===== src/include/msp_pkg.sv =====
// msp_pkg: constants, states and carriers of the motor starter process image
// assumes a single 125 MHz clock shared by every file that uses it
package msp_pkg;

  ////////////////////////////////////////////////////////////////////////////
  // timing
  localparam int unsigned CLK_KHZ = 125_000;
  localparam int unsigned SECOND_MS = 1000;
  localparam int unsigned SEC_CYCLES = SECOND_MS * CLK_KHZ;
  localparam int unsigned DEAD_TIME_MS = 50;
  localparam int unsigned DEAD_CYCLES = DEAD_TIME_MS * CLK_KHZ;
  localparam int unsigned CHECKBACK_MS = 200;
  localparam int unsigned CHECKBACK_CYCLES = CHECKBACK_MS * CLK_KHZ;

  ////////////////////////////////////////////////////////////////////////////
  // ranges and widths
  localparam logic [15:0] CURRENT_MAX_PCT = 16'h0320;
  localparam logic [15:0] THERMAL_MAX_PCT = 16'h0064;
  localparam int unsigned BASE_IN_W = 6;
  localparam int unsigned EXP_IN_W = 8;
  localparam int unsigned EXP_OUT_W = 4;

  ////////////////////////////////////////////////////////////////////////////
  // monitoring byte 0 and byte 1 positions
  localparam int unsigned MON_RUN_REV = 0;
  localparam int unsigned MON_OFF = 1;
  localparam int unsigned MON_RUN_FWD = 2;
  localparam int unsigned MON_OL_WARN = 3;
  localparam int unsigned MON_LOCKOUT = 4;
  localparam int unsigned MON_LOCAL = 5;
  localparam int unsigned MON_FAULT = 6;
  localparam int unsigned MON_WARN = 7;
  localparam int unsigned MON_BASE_LSB = 2;

  ////////////////////////////////////////////////////////////////////////////
  // command byte 0 and byte 1 positions
  localparam int unsigned CMD_RUN_REV = 0;
  localparam int unsigned CMD_OFF = 1;
  localparam int unsigned CMD_RUN_FWD = 2;
  localparam int unsigned CMD_EMERG = 4;
  localparam int unsigned CMD_AUTO = 5;
  localparam int unsigned CMD_RESET = 6;
  localparam int unsigned CMD_AUX_DC = 4;
  localparam int unsigned CMD_RELAY3 = 7;

  ////////////////////////////////////////////////////////////////////////////
  // control states
  typedef enum logic [2:0] {
    ST_IDLE, ST_FWD, ST_REV, ST_STAR, ST_GAP, ST_DELTA
  } msp_state_t;

  // monitoring image, bytes 0 to 15, words in byte order
  typedef struct packed {
    logic [7:0] b0;
    logic [7:0] b1;
    logic [15:0] current;
    logic [15:0] thermal;
    logic [15:0] trip_s;
    logic [15:0] restart_s;
    logic [15:0] word5;
    logic [7:0] b12;
    logic [7:0] b13;
    logic [15:0] word7;
  } msp_mon_t;

  // command image, bytes 0 to 2
  typedef struct packed {
    logic [7:0] b0;
    logic [7:0] b1;
    logic [7:0] b2;
  } msp_cmd_t;

  // analogue values from the overload calculation
  typedef struct packed {
    logic [15:0] current;
    logic [15:0] thermal;
    logic [15:0] trip_s;
    logic [15:0] restart_s;
  } msp_ana_t;

  localparam msp_mon_t MON_RESET = '0;

endpackage : msp_pkg


===== src/verilog/msp_sec_timer.sv =====
// msp_sec_timer: whole-second down counter with its own prescaler
// assumes load comes from logic on ref_clk
`timescale 1ns/1ns
module msp_sec_timer #(
  parameter int unsigned TICK_CYCLES = msp_pkg::SEC_CYCLES,
  parameter int unsigned W = 16
) (
  // clock and reset
  input wire logic ref_clk,
  input wire logic rst_b,
  // load a count of seconds
  input wire logic load,
  input wire logic [W-1:0] load_val,
  // state
  output logic busy,
  output logic [W-1:0] remain_s
);

  logic [31:0] pre_q;
  logic [W-1:0] remain_q;
  logic tick;

  if (TICK_CYCLES < 1 || W < 1 || W > 32) begin : g_bad_param
    $error("msp_sec_timer: unsupported parameters");
  end

  assign tick = (pre_q == 32'(TICK_CYCLES - 1));
  assign busy = (remain_q != '0);
  assign remain_s = remain_q;

  // prescaler restarts on every load so the first second is whole
  always_ff @(posedge ref_clk or negedge rst_b) begin
    if (!rst_b) begin
      pre_q <= 32'h0000_0000;
    end else if (load || !busy || tick) begin
      pre_q <= 32'h0000_0000;
    end else begin
      pre_q <= pre_q + 32'h0000_0001;
    end
  end

  // seconds count down to zero and stop
  always_ff @(posedge ref_clk or negedge rst_b) begin
    if (!rst_b) begin
      remain_q <= '0;
    end else if (load) begin
      remain_q <= load_val;
    end else if (tick && busy) begin
      remain_q <= remain_q - 1'b1;
    end
  end

endmodule : msp_sec_timer


===== src/verilog/msp_starter.sv =====
// msp_starter: reversing and star-delta control with process image
// assumes command, analogue and config inputs are on ref_clk; pins are not
`timescale 1ns/1ns
module msp_starter #(
  parameter int unsigned SEC_CYCLES = msp_pkg::SEC_CYCLES,
  parameter int unsigned DEAD_CYCLES = msp_pkg::DEAD_CYCLES,
  parameter int unsigned CHECKBACK_CYCLES = msp_pkg::CHECKBACK_CYCLES
) (
  // clock and reset
  input wire logic ref_clk,
  input wire logic rst_b,
  // configuration
  input wire logic mode_sd,
  input wire logic custom_app_en,
  input wire msp_pkg::msp_mon_t custom_mon,
  input wire logic checkback_en,
  input wire logic local_ctrl_en,
  input wire logic relay3_fault_cfg,
  input wire logic aux_dc_fault_cfg,
  input wire logic transition_mode_param,
  input wire logic [15:0] star_phase_time_param,
  input wire logic [15:0] changeover_current_pct,
  input wire logic [15:0] lockout_time_s,
  input wire logic voltage_dip_en,
  // process data from the master and the overload calculation
  input wire msp_pkg::msp_cmd_t cmd,
  input wire msp_pkg::msp_ana_t ana,
  input wire logic fault_in,
  input wire logic warning_in,
  input wire logic overload_warn_in,
  // pins
  input wire logic [msp_pkg::BASE_IN_W-1:0] base_in,
  input wire logic [msp_pkg::EXP_IN_W-1:0] exp_in,
  // outputs
  output msp_pkg::msp_mon_t mon,
  output logic star_relay_output,
  output logic delta_relay_output,
  output logic main_relay_output,
  output logic aux_dc_output,
  output logic [msp_pkg::EXP_OUT_W-1:0] exp_out,
  output logic voltage_dip_avail
);

  ////////////////////////////////////////////////////////////////////////////
  // declarations
  msp_pkg::msp_state_t state_q, state_d;
  msp_pkg::msp_mon_t mon_q, mon_d;
  logic [msp_pkg::BASE_IN_W-1:0] base_meta_q, base_sync_q;
  logic [msp_pkg::EXP_IN_W-1:0] exp_meta_q, exp_sync_q;
  logic [7:0] cmd_prev_q;
  logic start_prev_q;
  logic last_rev_q, have_run_q, chk_fault_q;
  logic [31:0] dead_q, chk_cnt_q;
  logic star_q, delta_q, main_q, aux_q, dip_q;
  logic [msp_pkg::EXP_OUT_W-1:0] exp_out_q;
  logic auto, fwd_req, rev_req, off_req, reset_req, fault_sum, trip;
  logic start_ok, lock_load, lock_busy, star_load, star_busy, change;
  logic dead_done, sd_run_d, expect_on;
  logic [15:0] lock_remain, star_remain;

  if (SEC_CYCLES < 1 || DEAD_CYCLES < 1 || CHECKBACK_CYCLES < 1)
  begin : g_bad_param
    $error("msp_starter: counts must be at least one cycle");
  end

  // clamp an analogue word to its range
  function automatic logic [15:0] clamp16(input logic [15:0] v,
                                          input logic [15:0] lim);
    clamp16 = (v > lim) ? lim : v;
  endfunction : clamp16

  ////////////////////////////////////////////////////////////////////////////
  // pin synchronisers
  always_ff @(posedge ref_clk or negedge rst_b) begin
    if (!rst_b) begin
      base_meta_q <= '0;
      base_sync_q <= '0;
      exp_meta_q <= '0;
      exp_sync_q <= '0;
    end else begin
      base_meta_q <= base_in;
      base_sync_q <= base_meta_q;
      exp_meta_q <= exp_in;
      exp_sync_q <= exp_meta_q;
    end
  end

  ////////////////////////////////////////////////////////////////////////////
  // command decode; the master's byte 0 layout is taken as given
  assign auto = cmd.b0[msp_pkg::CMD_AUTO];
  assign reset_req = cmd.b0[msp_pkg::CMD_RESET]
                     & ~cmd_prev_q[msp_pkg::CMD_RESET];
  assign fwd_req = (auto & cmd.b0[msp_pkg::CMD_RUN_FWD]
                    & ~cmd_prev_q[msp_pkg::CMD_RUN_FWD])
                   | (mode_sd & local_ctrl_en & base_sync_q[4]
                      & ~start_prev_q);
  assign rev_req = ~mode_sd & auto & cmd.b0[msp_pkg::CMD_RUN_REV]
                   & ~cmd_prev_q[msp_pkg::CMD_RUN_REV];
  assign off_req = (auto & cmd.b0[msp_pkg::CMD_OFF])
                   | (mode_sd & local_ctrl_en & base_sync_q[5]);
  assign fault_sum = fault_in | chk_fault_q;
  assign trip = fault_sum & ~cmd.b0[msp_pkg::CMD_EMERG];
  assign start_ok = ~off_req & ~trip;

  // edge memory for command bits and local start
  always_ff @(posedge ref_clk or negedge rst_b) begin
    if (!rst_b) begin
      cmd_prev_q <= 8'h00;
      start_prev_q <= 1'b0;
    end else begin
      cmd_prev_q <= cmd.b0;
      start_prev_q <= base_sync_q[4];
    end
  end

  ////////////////////////////////////////////////////////////////////////////
  // timers: reverse lockout and star phase
  assign lock_load = ((state_q == msp_pkg::ST_FWD)
                      || (state_q == msp_pkg::ST_REV))
                     && (state_d == msp_pkg::ST_IDLE);
  assign star_load = (state_q == msp_pkg::ST_IDLE)
                     && (state_d == msp_pkg::ST_STAR);

  msp_sec_timer #(.TICK_CYCLES(SEC_CYCLES), .W(16)) u_lock_tmr (
    .ref_clk(ref_clk),
    .rst_b(rst_b),
    .load(lock_load),
    .load_val(lockout_time_s),
    .busy(lock_busy),
    .remain_s(lock_remain)
  );

  msp_sec_timer #(.TICK_CYCLES(SEC_CYCLES), .W(16)) u_star_tmr (
    .ref_clk(ref_clk),
    .rst_b(rst_b),
    .load(star_load),
    .load_val(star_phase_time_param),
    .busy(star_busy),
    .remain_s(star_remain)
  );

  // changeover on time, or on current falling with time as backstop
  assign change = !star_busy || (transition_mode_param
                  && (ana.current <= changeover_current_pct));
  assign dead_done = (dead_q == 32'(DEAD_CYCLES - 1));

  ////////////////////////////////////////////////////////////////////////////
  // control state machine
  always_comb begin
    state_d = state_q;
    case (state_q)
      msp_pkg::ST_IDLE: begin
        if (start_ok && fwd_req && mode_sd) begin
          state_d = msp_pkg::ST_STAR;
        end else if (start_ok && fwd_req
                     && (!have_run_q || !last_rev_q || !lock_busy)) begin
          state_d = msp_pkg::ST_FWD;
        end else if (start_ok && rev_req
                     && (!have_run_q || last_rev_q || !lock_busy)) begin
          state_d = msp_pkg::ST_REV;
        end
      end
      msp_pkg::ST_FWD, msp_pkg::ST_REV, msp_pkg::ST_DELTA: begin
        if (off_req || trip) begin
          state_d = msp_pkg::ST_IDLE;
        end
      end
      msp_pkg::ST_STAR: begin
        if (off_req || trip) begin
          state_d = msp_pkg::ST_IDLE;
        end else if (change) begin
          state_d = msp_pkg::ST_GAP;
        end
      end
      msp_pkg::ST_GAP: begin
        if (off_req || trip) begin
          state_d = msp_pkg::ST_IDLE;
        end else if (dead_done) begin
          state_d = msp_pkg::ST_DELTA;
        end
      end
      default: state_d = msp_pkg::ST_IDLE;
    endcase
  end

  // state register and direction memory
  always_ff @(posedge ref_clk or negedge rst_b) begin
    if (!rst_b) begin
      state_q <= msp_pkg::ST_IDLE;
      last_rev_q <= 1'b0;
      have_run_q <= 1'b0;
    end else begin
      state_q <= state_d;
      if (state_d == msp_pkg::ST_FWD || state_d == msp_pkg::ST_REV) begin
        last_rev_q <= (state_d == msp_pkg::ST_REV);
        have_run_q <= 1'b1;
      end
    end
  end

  // dead interval counter between star and delta
  always_ff @(posedge ref_clk or negedge rst_b) begin
    if (!rst_b) begin
      dead_q <= 32'h0000_0000;
    end else if (state_q == msp_pkg::ST_GAP) begin
      dead_q <= dead_q + 32'h0000_0001;
    end else begin
      dead_q <= 32'h0000_0000;
    end
  end

  ////////////////////////////////////////////////////////////////////////////
  // contactor checkback supervision; the set wins over a reset command
  assign expect_on = star_q | delta_q | (mode_sd & main_q);
  always_ff @(posedge ref_clk or negedge rst_b) begin
    if (!rst_b) begin
      chk_cnt_q <= 32'h0000_0000;
      chk_fault_q <= 1'b0;
    end else begin
      if (checkback_en && (base_sync_q[0] != expect_on)) begin
        chk_cnt_q <= chk_cnt_q + 32'h0000_0001;
      end else begin
        chk_cnt_q <= 32'h0000_0000;
      end
      if (checkback_en && (base_sync_q[0] != expect_on)
          && (chk_cnt_q == 32'(CHECKBACK_CYCLES - 1))) begin
        chk_fault_q <= 1'b1;
      end else if (reset_req) begin
        chk_fault_q <= 1'b0;
      end
    end
  end

  ////////////////////////////////////////////////////////////////////////////
  // relay and output registers, aligned with the state register
  assign sd_run_d = (state_d == msp_pkg::ST_STAR)
                    || (state_d == msp_pkg::ST_GAP)
                    || (state_d == msp_pkg::ST_DELTA);
  always_ff @(posedge ref_clk or negedge rst_b) begin
    if (!rst_b) begin
      star_q <= 1'b0;
      delta_q <= 1'b0;
      main_q <= 1'b0;
      aux_q <= 1'b0;
      exp_out_q <= '0;
      dip_q <= 1'b0;
    end else begin
      star_q <= (state_d == msp_pkg::ST_STAR)
                || (state_d == msp_pkg::ST_FWD);
      delta_q <= (state_d == msp_pkg::ST_DELTA)
                 || (state_d == msp_pkg::ST_REV);
      if (mode_sd) begin
        main_q <= sd_run_d;
      end else begin
        main_q <= relay3_fault_cfg ? fault_sum
                                   : cmd.b1[msp_pkg::CMD_RELAY3];
      end
      aux_q <= aux_dc_fault_cfg ? fault_sum
                                : cmd.b1[msp_pkg::CMD_AUX_DC];
      exp_out_q <= cmd.b2[msp_pkg::EXP_OUT_W-1:0];
      dip_q <= voltage_dip_en & ~mode_sd;
    end
  end

  ////////////////////////////////////////////////////////////////////////////
  // monitoring image
  always_comb begin
    mon_d = msp_pkg::MON_RESET;
    mon_d.b0[msp_pkg::MON_RUN_REV] = ~mode_sd
                                     & (state_q == msp_pkg::ST_REV);
    mon_d.b0[msp_pkg::MON_OFF] = (state_q == msp_pkg::ST_IDLE);
    mon_d.b0[msp_pkg::MON_RUN_FWD] = (state_q == msp_pkg::ST_FWD)
                                     || (state_q == msp_pkg::ST_STAR)
                                     || (state_q == msp_pkg::ST_GAP)
                                     || (state_q == msp_pkg::ST_DELTA);
    mon_d.b0[msp_pkg::MON_OL_WARN] = overload_warn_in;
    mon_d.b0[msp_pkg::MON_LOCKOUT] = ~mode_sd & lock_busy;
    mon_d.b0[msp_pkg::MON_LOCAL] = ~auto;
    mon_d.b0[msp_pkg::MON_FAULT] = fault_sum;
    mon_d.b0[msp_pkg::MON_WARN] = warning_in | overload_warn_in;
    mon_d.b1[msp_pkg::MON_BASE_LSB +: msp_pkg::BASE_IN_W] = base_sync_q;
    mon_d.current = clamp16(ana.current, msp_pkg::CURRENT_MAX_PCT);
    mon_d.thermal = clamp16(ana.thermal, msp_pkg::THERMAL_MAX_PCT);
    mon_d.trip_s = ana.trip_s;
    mon_d.restart_s = ana.restart_s;
    mon_d.b12 = exp_sync_q;
    if (custom_app_en) begin
      mon_d = custom_mon;
    end
  end

  // image register
  always_ff @(posedge ref_clk or negedge rst_b) begin
    if (!rst_b) begin
      mon_q <= msp_pkg::MON_RESET;
    end else begin
      mon_q <= mon_d;
    end
  end

  assign mon = mon_q;
  assign star_relay_output = star_q;
  assign delta_relay_output = delta_q;
  assign main_relay_output = main_q;
  assign aux_dc_output = aux_q;
  assign exp_out = exp_out_q;
  assign voltage_dip_avail = dip_q;
endmodule : msp_starter


===== config.mk =====
export PLATFORM = sky130hd
export DESIGN_NAME = msp_starter
export DESIGN_NICKNAME = d
export VERILOG_FILES = /design/src/include/msp_pkg.sv /design/src/verilog/msp_sec_timer.sv /design/src/verilog/msp_starter.sv
export SDC_FILE = /design/constraint.sdc
export NUM_CORES = 1
export LEC_CHECK = 0
export ABC_AREA = 1
export BUFFER_PORTS_ARGS = -buffer_cell sky130_fd_sc_hd__buf_2
export CAP_MARGIN = 20
export CORE_MARGIN = 2
export CORE_UTILIZATION = 53
export CTS_CLUSTER_SIZE = 16
export DETAILED_ROUTE_END_ITERATION = 8
export GPL_ROUTABILITY_DRIVEN = 0
export GPL_TIMING_DRIVEN = 0
export MAX_ROUTING_LAYER = met4
export PLACE_DENSITY = 0.83
export SLEW_MARGIN = 20
export SYNTH_ARGS = -nofsm -noshare
export SYNTH_HDL_FRONTEND = slang
export SYNTH_SLANG_ARGS = --single-unit

===== constraint.sdc =====
create_clock -name ref_clk -period 4.9 [get_ports ref_clk]
set_input_delay 0.245 -clock ref_clk [delete_from_list [all_inputs] [get_ports ref_clk]]
set_output_delay 0.245 -clock ref_clk [all_outputs]
set_load 0.02 [all_outputs]

# Word-level counts from Yosys, hierarchy flattened
# Cells that the tools add are included.
dict set report word_totals {
  output_inout_bits 137
  input_bits 291
  regBits 339
}
dict set report op_classes {
  order_cmp 3
  n_reduce_logical 43
  n_bitwise 32
  n_eq_ne 15
  add_sub_neg 6
  n_mux 25
}
# cell count
set op_table {}
lappend op_table {{$add A32 B1 Y32 const B} 4}
lappend op_table {{$mux W128} 1}
lappend op_table {{$mux W32} 4}
lappend op_table {{$mux W16} 6}
lappend op_table {{$eq A32 B27 Y1 const B} 2}
lappend op_table {{$eq A32 B23 Y1 const B} 1}
lappend op_table {{$eq A32 B25 Y1 const B} 1}
lappend op_table {{$reduce_bool A16 Y1} 2}
lappend op_table {{$sub A16 B1 Y16 const B} 2}
lappend op_table {{$mux W3} 8}
lappend op_table {{$logic_or A1 B1 Y1} 19}
lappend op_table {{$and A1 B1 Y1} 17}
lappend op_table {{$gt A16 B10 Y1 const B} 1}
lappend op_table {{$gt A16 B7 Y1 const B} 1}
lappend op_table {{$le A16 B16 Y1} 1}
lappend op_table {{$eq A3 B2 Y1 const B} 4}
lappend op_table {{$eq A3 B3 Y1 const B} 4}
lappend op_table {{$logic_and A1 B1 Y1} 12}
lappend op_table {{$pmux W3 S4} 1}
lappend op_table {{$not A1 Y1} 9}
lappend op_table {{$eq A3 B1 Y1 const B} 2}
lappend op_table {{$logic_not A3 Y1} 2}
lappend op_table {{$or A1 B1 Y1} 6}
lappend op_table {{$reduce_bool A2 Y1} 3}
lappend op_table {{4 further kinds} 11}

# Depth between registers and ports, before layout
dict set report logic_depth {
  ltp_word 16
  mapped_depth 23
}

# Modules after synthesis
# From an unflattened synthesis, not the netlist that was laid out.
dict set report unflattened {
  cells_unflattened 2114
  area_unflattened_um2 16369.4
}
# mod cells_per_inst area_per_inst_um2 n_inst seq_area_each_um2
set by_module_without_submodules {}
lappend by_module_without_submodules {msp_starter 1140 10075.9 1 5980.7}
lappend by_module_without_submodules {msp_sec_timer 487 3146.8 2 1201.2}

# Least setup slack after synthesis
# Ideal clock, no wire load.
dict set report synth_timing {
  path_type {reg2reg}
  startpoint {register u_lock_tmr.remain_q[0] (netlist: u_lock_tmr.remain_s[0])}
  endpoint {register u_lock_tmr.remain_q[7] (netlist: u_lock_tmr.remain_s[7])}
  t_arrival_ps 2183
  period_less_slack_ps 2248
  setup_time_ps 65
  required_time_ps 4835
  slack_ps 2652
  stages_incl_launch_ff 17
  path_buffers 2
  cell_sequence {dfrtp_1 > inv_1 > ha_1 > nand3b_1 > nor3_2 > nand2_1 > nor2_1 > inv_1 > or2_1 > inv_1 > nand4_1 > nor2b_1 > buf_2 > inv_2 > buf_2 > nand3_1 > nand2_1}
}
dict set report synth_via {
  elab_chain_cells 11
  word_cells_on_any_way 17
}
# element line_no
set synth_rtl {}
lappend synth_rtl {{start: declaration} msp_sec_timer.sv:20} ;# logic [W-1:0] remain_q;
lappend synth_rtl {{start signal: assignment} msp_sec_timer.sv:47} ;# remain_q <= load_val;
lappend synth_rtl {{start signal: assignment} msp_sec_timer.sv:49} ;# remain_q <= remain_q - 1'b1;
lappend synth_rtl {{$reduce_bool A16 Y1} msp_sec_timer.sv:28} ;# assign busy = (remain_q != '0);
lappend synth_rtl {{$logic_not A1 Y1} {msp_starter.sv:156, msp_starter.sv:159}}
lappend synth_rtl {{$logic_or A1 B1 Y1} msp_starter.sv:159} ;# && (!have_run_q || last_rev_q || !lock_busy)) begin
lappend synth_rtl {{$logic_and A1 B1 Y1} msp_starter.sv:159}
lappend synth_rtl {{$mux W3} msp_starter.sv:158} ;# end else if (start_ok && rev_req
lappend synth_rtl {{$mux W3} msp_starter.sv:155} ;# end else if (start_ok && fwd_req
lappend synth_rtl {{$mux W3} msp_starter.sv:153} ;# if (start_ok && fwd_req && mode_sd) begin
lappend synth_rtl {{$pmux W3 S4} msp_starter.sv:151} ;# case (state_q)
lappend synth_rtl {{$logic_not A3 Y1} msp_starter.sv:120} ;# && (state_d == msp_pkg::ST_IDLE);
lappend synth_rtl {{$logic_and A1 B1 Y1} msp_starter.sv:120}
lappend synth_rtl {{$mux W16 or $reduce_bool A2 Y1 (tied branches)} -}
# Several ways; a longest one is shown, not always the timed one. The select of a mux whose other input is x is not followed.
# A chain may end at the register's enable or synchronous reset.

# Worst setup path in the final report
dict set report layout_timing {
  startpoint {register state_q[0]}
  endpoint {register u_star_tmr.remain_q[12] (netlist: u_star_tmr.remain_s[12])}
}
dict set report layout_via {
  elab_chain_cells 7
  word_cells_on_any_way 20
}
# element line_no
set layout_rtl {}
lappend layout_rtl {{start: declaration} msp_starter.sv:46} ;# msp_pkg::msp_state_t state_q, state_d;
lappend layout_rtl {{start signal: assignment} msp_starter.sv:189} ;# state_q <= msp_pkg::ST_IDLE;
lappend layout_rtl {{start signal: assignment} msp_starter.sv:193} ;# state_q <= state_d;
lappend layout_rtl {{$mux W3} msp_starter.sv:158}
lappend layout_rtl {{$mux W3} msp_starter.sv:155}
lappend layout_rtl {{$mux W3} msp_starter.sv:153}
lappend layout_rtl {{$pmux W3 S4 *} msp_starter.sv:151}
lappend layout_rtl {{named net state_d[0]} msp_starter.sv:46}
lappend layout_rtl {{$eq A3 B2 Y1 *} msp_starter.sv:122} ;# && (state_d == msp_pkg::ST_STAR);
lappend layout_rtl {{$logic_and A1 B1 Y1 *} msp_starter.sv:122}
lappend layout_rtl {{$mux W16 or $reduce_bool A2 Y1 (tied branches)} -}
lappend layout_rtl {{end signal: assignment} msp_sec_timer.sv:47}
lappend layout_rtl {{end signal: assignment} msp_sec_timer.sv:49}
lappend layout_rtl {{end: declaration} msp_sec_timer.sv:20}
# The timed path passes the listed nets; every way through them passes the cells marked *.

==> run summary <==
The count of filler cells inserted in the layout was 2,071. The run gives 0.367 as the proportion of power drawn by the clock network. After synthesis, the most frequently instantiated cells are 553 x sky130_fd_sc_hd__nand2_1, 335 x sky130_fd_sc_hd__dfrtp_1, 250 x sky130_fd_sc_hd__inv_1, 188 x sky130_fd_sc_hd__nor2_1, 105 x sky130_fd_sc_hd__nand3_1. The clock tree synthesis step divided the H-tree into 2 levels.

Timing would allow up to 339 MHz. The clock arrives with 0.0290 ns of skew. The highest ir drop seen on vdd is 0.288 mV, and the total grt overflow is 0. The die covers 0.0314 mm². The post-route clock period utilization works out to 0.603. The worst slew margin relative to its limit is 0.328, and the relative contribution of sequential cells to total power is 0.415. The xor/xnor share of the synthesized area is 0.0435. The logs give 98 for the pin count of the biggest net entering global routing and 3 for the deepest clock path buffer count. The total number of vias was 15,938.

The average instance in the mapped netlist occupies 8.31 µm². In this run, post-CTS repair resized a total of 0 instances. Ranked by total cell area, the synthesized netlist is headed by sky130_fd_sc_hd__dfrtp_1 53%, sky130_fd_sc_hd__nand2_1 13%, sky130_fd_sc_hd__inv_1 5.9%. The count of buffers added on input and output ports is 414. Compared with the post-synthesis result, the final layout area differs by 35.8%.

Combinational share of power: 0.218. The highest fanout seen on the critical path came out at 10. The type of destination of the critical path is a flop. The area fraction of the dominant cell type after synthesis is 0.527, and the number of antenna violations at the first check in global routing is 5. After clock tree synthesis, the setup repair step added 0 buffers. The compound-gate portion of the synthesized area works out to 0.0428. The most frequently used cell type in the post-synthesis netlist is sky130_fd_sc_hd__nand2_1. For the overall global routing resource usage, the log shows 0.356. For the initial core utilization, the log shows 0.537. Counting flops and latches in the post-synthesis netlist gives 335. The most used flip-flop cell after synthesis is sky130_fd_sc_hd__dfrtp_1. The number of clock buffers added by TritonCTS is 37. The area fraction in and, or, nand and nor cells after synthesis was 0.292. The fraction of power spent switching nets came out at 0.308.

The count of endpoints failing hold in the final timing report came out at 0. The wire length of the first global-routing pass came out at 84,500 µm. Class of the tightest hold or removal check: input port to flop. The cell area that synthesis handed to floorplanning was 0.0159 mm². TritonCTS built the clock tree. For this design the ratio of total power to cell area is 366 mW/mm². The synthesized design spends more area on one cell type than any other, namely sky130_fd_sc_hd__dfrtp_1.

The floorplan step set the die width to 177 µm. For this run, the number of Yosys warnings is 0. After detailed routing, the number of remaining DRC violations is 0. At the worst endpoint, the arrival time is 3.36 ns. The post-detailed-route count of antenna-violating nets was 0.

Clock latency on the worst-skew pair, taken at its later pin, is 0.53 ns. STA classifies the critical path startpoint as a flop. For the pin with the worst max-slew slack, the measured transition is 0.999 ns. The tool flagged a number of max-cap violations equal to 0. Setup repair after global routing left no endpoint under its margin.

The proportion of synthesized flip-flops having asynchronous set or reset was 1.00. After clock tree synthesis, the clock-pin slew on the worst setup and hold paths is 0.06 ns. Initial DRC count: 1,498.

The combinational family with the most area after synthesis is simple AND/OR/NAND/NOR gates. The tools report the distinct cell type count of the synthesized netlist as 53. The synthesized-area fraction occupied by adder cells works out to 0.0173. The net count of the finished layout is 2,858. The total power after layout was 7.92 mW; the routed length per placed instance was 18.3 µm.

Cell internal power was estimated by the tool at 5.48 mW. The critical path class is flop to flop. For this design the total switching power over the nets is 2.44 mW. The routed wire length came out at 54,500 µm. The number of nets handed over by synthesis was 2,227. The tree is rooted in a sky130_fd_sc_hd__clkbuf_16. The initialized floorplan defines 63 standard-cell rows. Dividing the detail-routed via count by the number of cells gives 5.37. The tools report the via count of the first global-routing pass as 16,382. The synthesized design contains 0 enable-type register cells.

For the final count of negative-setup-slack endpoints, the log shows 0. The I/O pin count is 428. The clock sink count was 335; the total negative slack was 0 ns. The area of the placeable core is 0.0296 mm². The final count of pins violating max slew is 0, and the half-perimeter wire length of the detailed placement result is 36,000 µm.

The tools report the number of hold buffers added after CTS as 175. The analysis attributes to cell leakage a power of 11.1 nW. The proportion of layout cells with a drive suffix above 1 is 0.218, and the die height is 177 µm. The run gives 0.527 as the share of synthesized area occupied by flip-flops and latches. The synthesized instance count is 1,914.

Data on the critical path is required at its endpoint by 5.31 ns. Subtracting the final worst setup slack from the clock period gives 2.95 ns. For this run, the detailed router's first-pass iteration total came to 6. The multiplexer fraction of the synthesized cell area works out to 0. The run finished with clean final reports.
==> flip-flops by register name (all words and copies together) (netlist names), 3 cells and up <==
register,cells
dead_q,32
exp_out,4
exp_meta_q,8
base_meta_q,6
cmd_prev_q,3
mon,128
u_lock_tmr.remain_s,16
exp_sync_q,8
u_star_tmr.pre_q,32
u_star_tmr.remain_s,16
u_lock_tmr.pre_q,32
chk_cnt_q,32
base_sync_q,6
state_q,3
==> critical path, stage by stage (launching register included) <==
cell	delay, ns
sky130_fd_sc_hd__dfrtp_1	0.44
sky130_fd_sc_hd__nor2_1	0.12
sky130_fd_sc_hd__inv_1	0.08
sky130_fd_sc_hd__nor2_1	0.53
sky130_fd_sc_hd__clkinv_1	0.46
sky130_fd_sc_hd__nand2_1	0.16
sky130_fd_sc_hd__nand2_1	0.07
sky130_fd_sc_hd__nand2_2	0.17
sky130_fd_sc_hd__clkbuf_1	0.43
sky130_fd_sc_hd__nand4_1	0.20
sky130_fd_sc_hd__nand2_1	0.12
sky130_fd_sc_hd__nand2_1	0.05
==> power by group through the flow <==
stage | Sequential, mW | Combinational (mW) | Clock (mW)
global route | 3.31 | 1.91 | 3.05
finish | 3.29 | 1.72 | 2.91
floorplan | 3.37 | 0.935 | 0
CTS | 3.27 | 1.69 | 2.91
global placement | 3.30 | 1.49 | 0
detailed placement | 3.32 | 1.56 | 0
==> per-stage QoR <==
step           instance area, µm²  hold slack (ns)  setup slack [ns]  utilization  instances
2_1_floorplan               15900          -0.0506              2.65            -       1914
3_3_place_gp                18500            0.332             -2.70        0.623       2718
3_5_place_dp                18600            0.310              1.82        0.626       2721
4_1_cts                     21600          0.00245              2.03        0.729       2963
5_1_grt                     21600           0.0257              1.76        0.729       2968
6_report                    21600           0.0126              1.95        0.729       2970
==> logic make-up (layout without fill, tap and decap cells) <==
logic type      count (synthesis)  after routing
other cells                     0              7
fa+ha+maj                      22             22
flops                         335            335
compound gates                118            118
simple gates                 1057           1057
xor+xnor                       79             79
buf+inv                       303            962
==> routing by layer <==
metal | GRT usage | part of all wire
met1 | 0.392 | 0.38
met2 | 0.594 | 0.48
met3 | 0.0623 | 0.067
met4 | 0.235 | 0.073
met5 | - | 0
==> layout make-up <==
type                            count  area, µm²  share of cell area
Sequential cell                   335       8380               0.388
Multi-Input combinational cell   1276       6300               0.292
Timing Repair Buffer              592       3920               0.181
Clock buffer                       53       1120              0.0516
Inverter                          253        950              0.0439
Tap cell                          390        488              0.0226
Buffer                             50        282              0.0130
Clock inverter                     14        158             0.00729
Antenna cell                        7       17.5            0.000810
==> worst paths after layout <==
kind,from,end,slack (ns),cells after the start
min,lockout_time_s[2],u_lock_tmr.remain_s[2],0.01,5
min reg2reg,base_meta_q[5],base_sync_q[5],0.35,0
max,state_q[0],u_star_tmr.remain_s[12],1.95,11
max in group asynchronous,rst_b,mon[33],3.65,3
min in group asynchronous,rst_b,u_lock_tmr.pre_q[4],0.33,2
max reg2reg,state_q[0],u_star_tmr.remain_s[12],1.95,11
==> cell usage in the layout, fill, tap and decap left out, drive strengths merged, types with 15 or more instances in the layout <==
cell / instances
a21oi: 46
buf: 438
clkbuf: 82
dfrtp: 335
dlygate4sd3: 175
ha: 22
inv: 254
nand2: 559
nand3: 108
nand4: 50
nor2: 226
nor3: 70
nor4: 22
o21ai: 41
xnor2: 15
xor2: 64
Note: power is estimated with default switching activity, not from simulation.
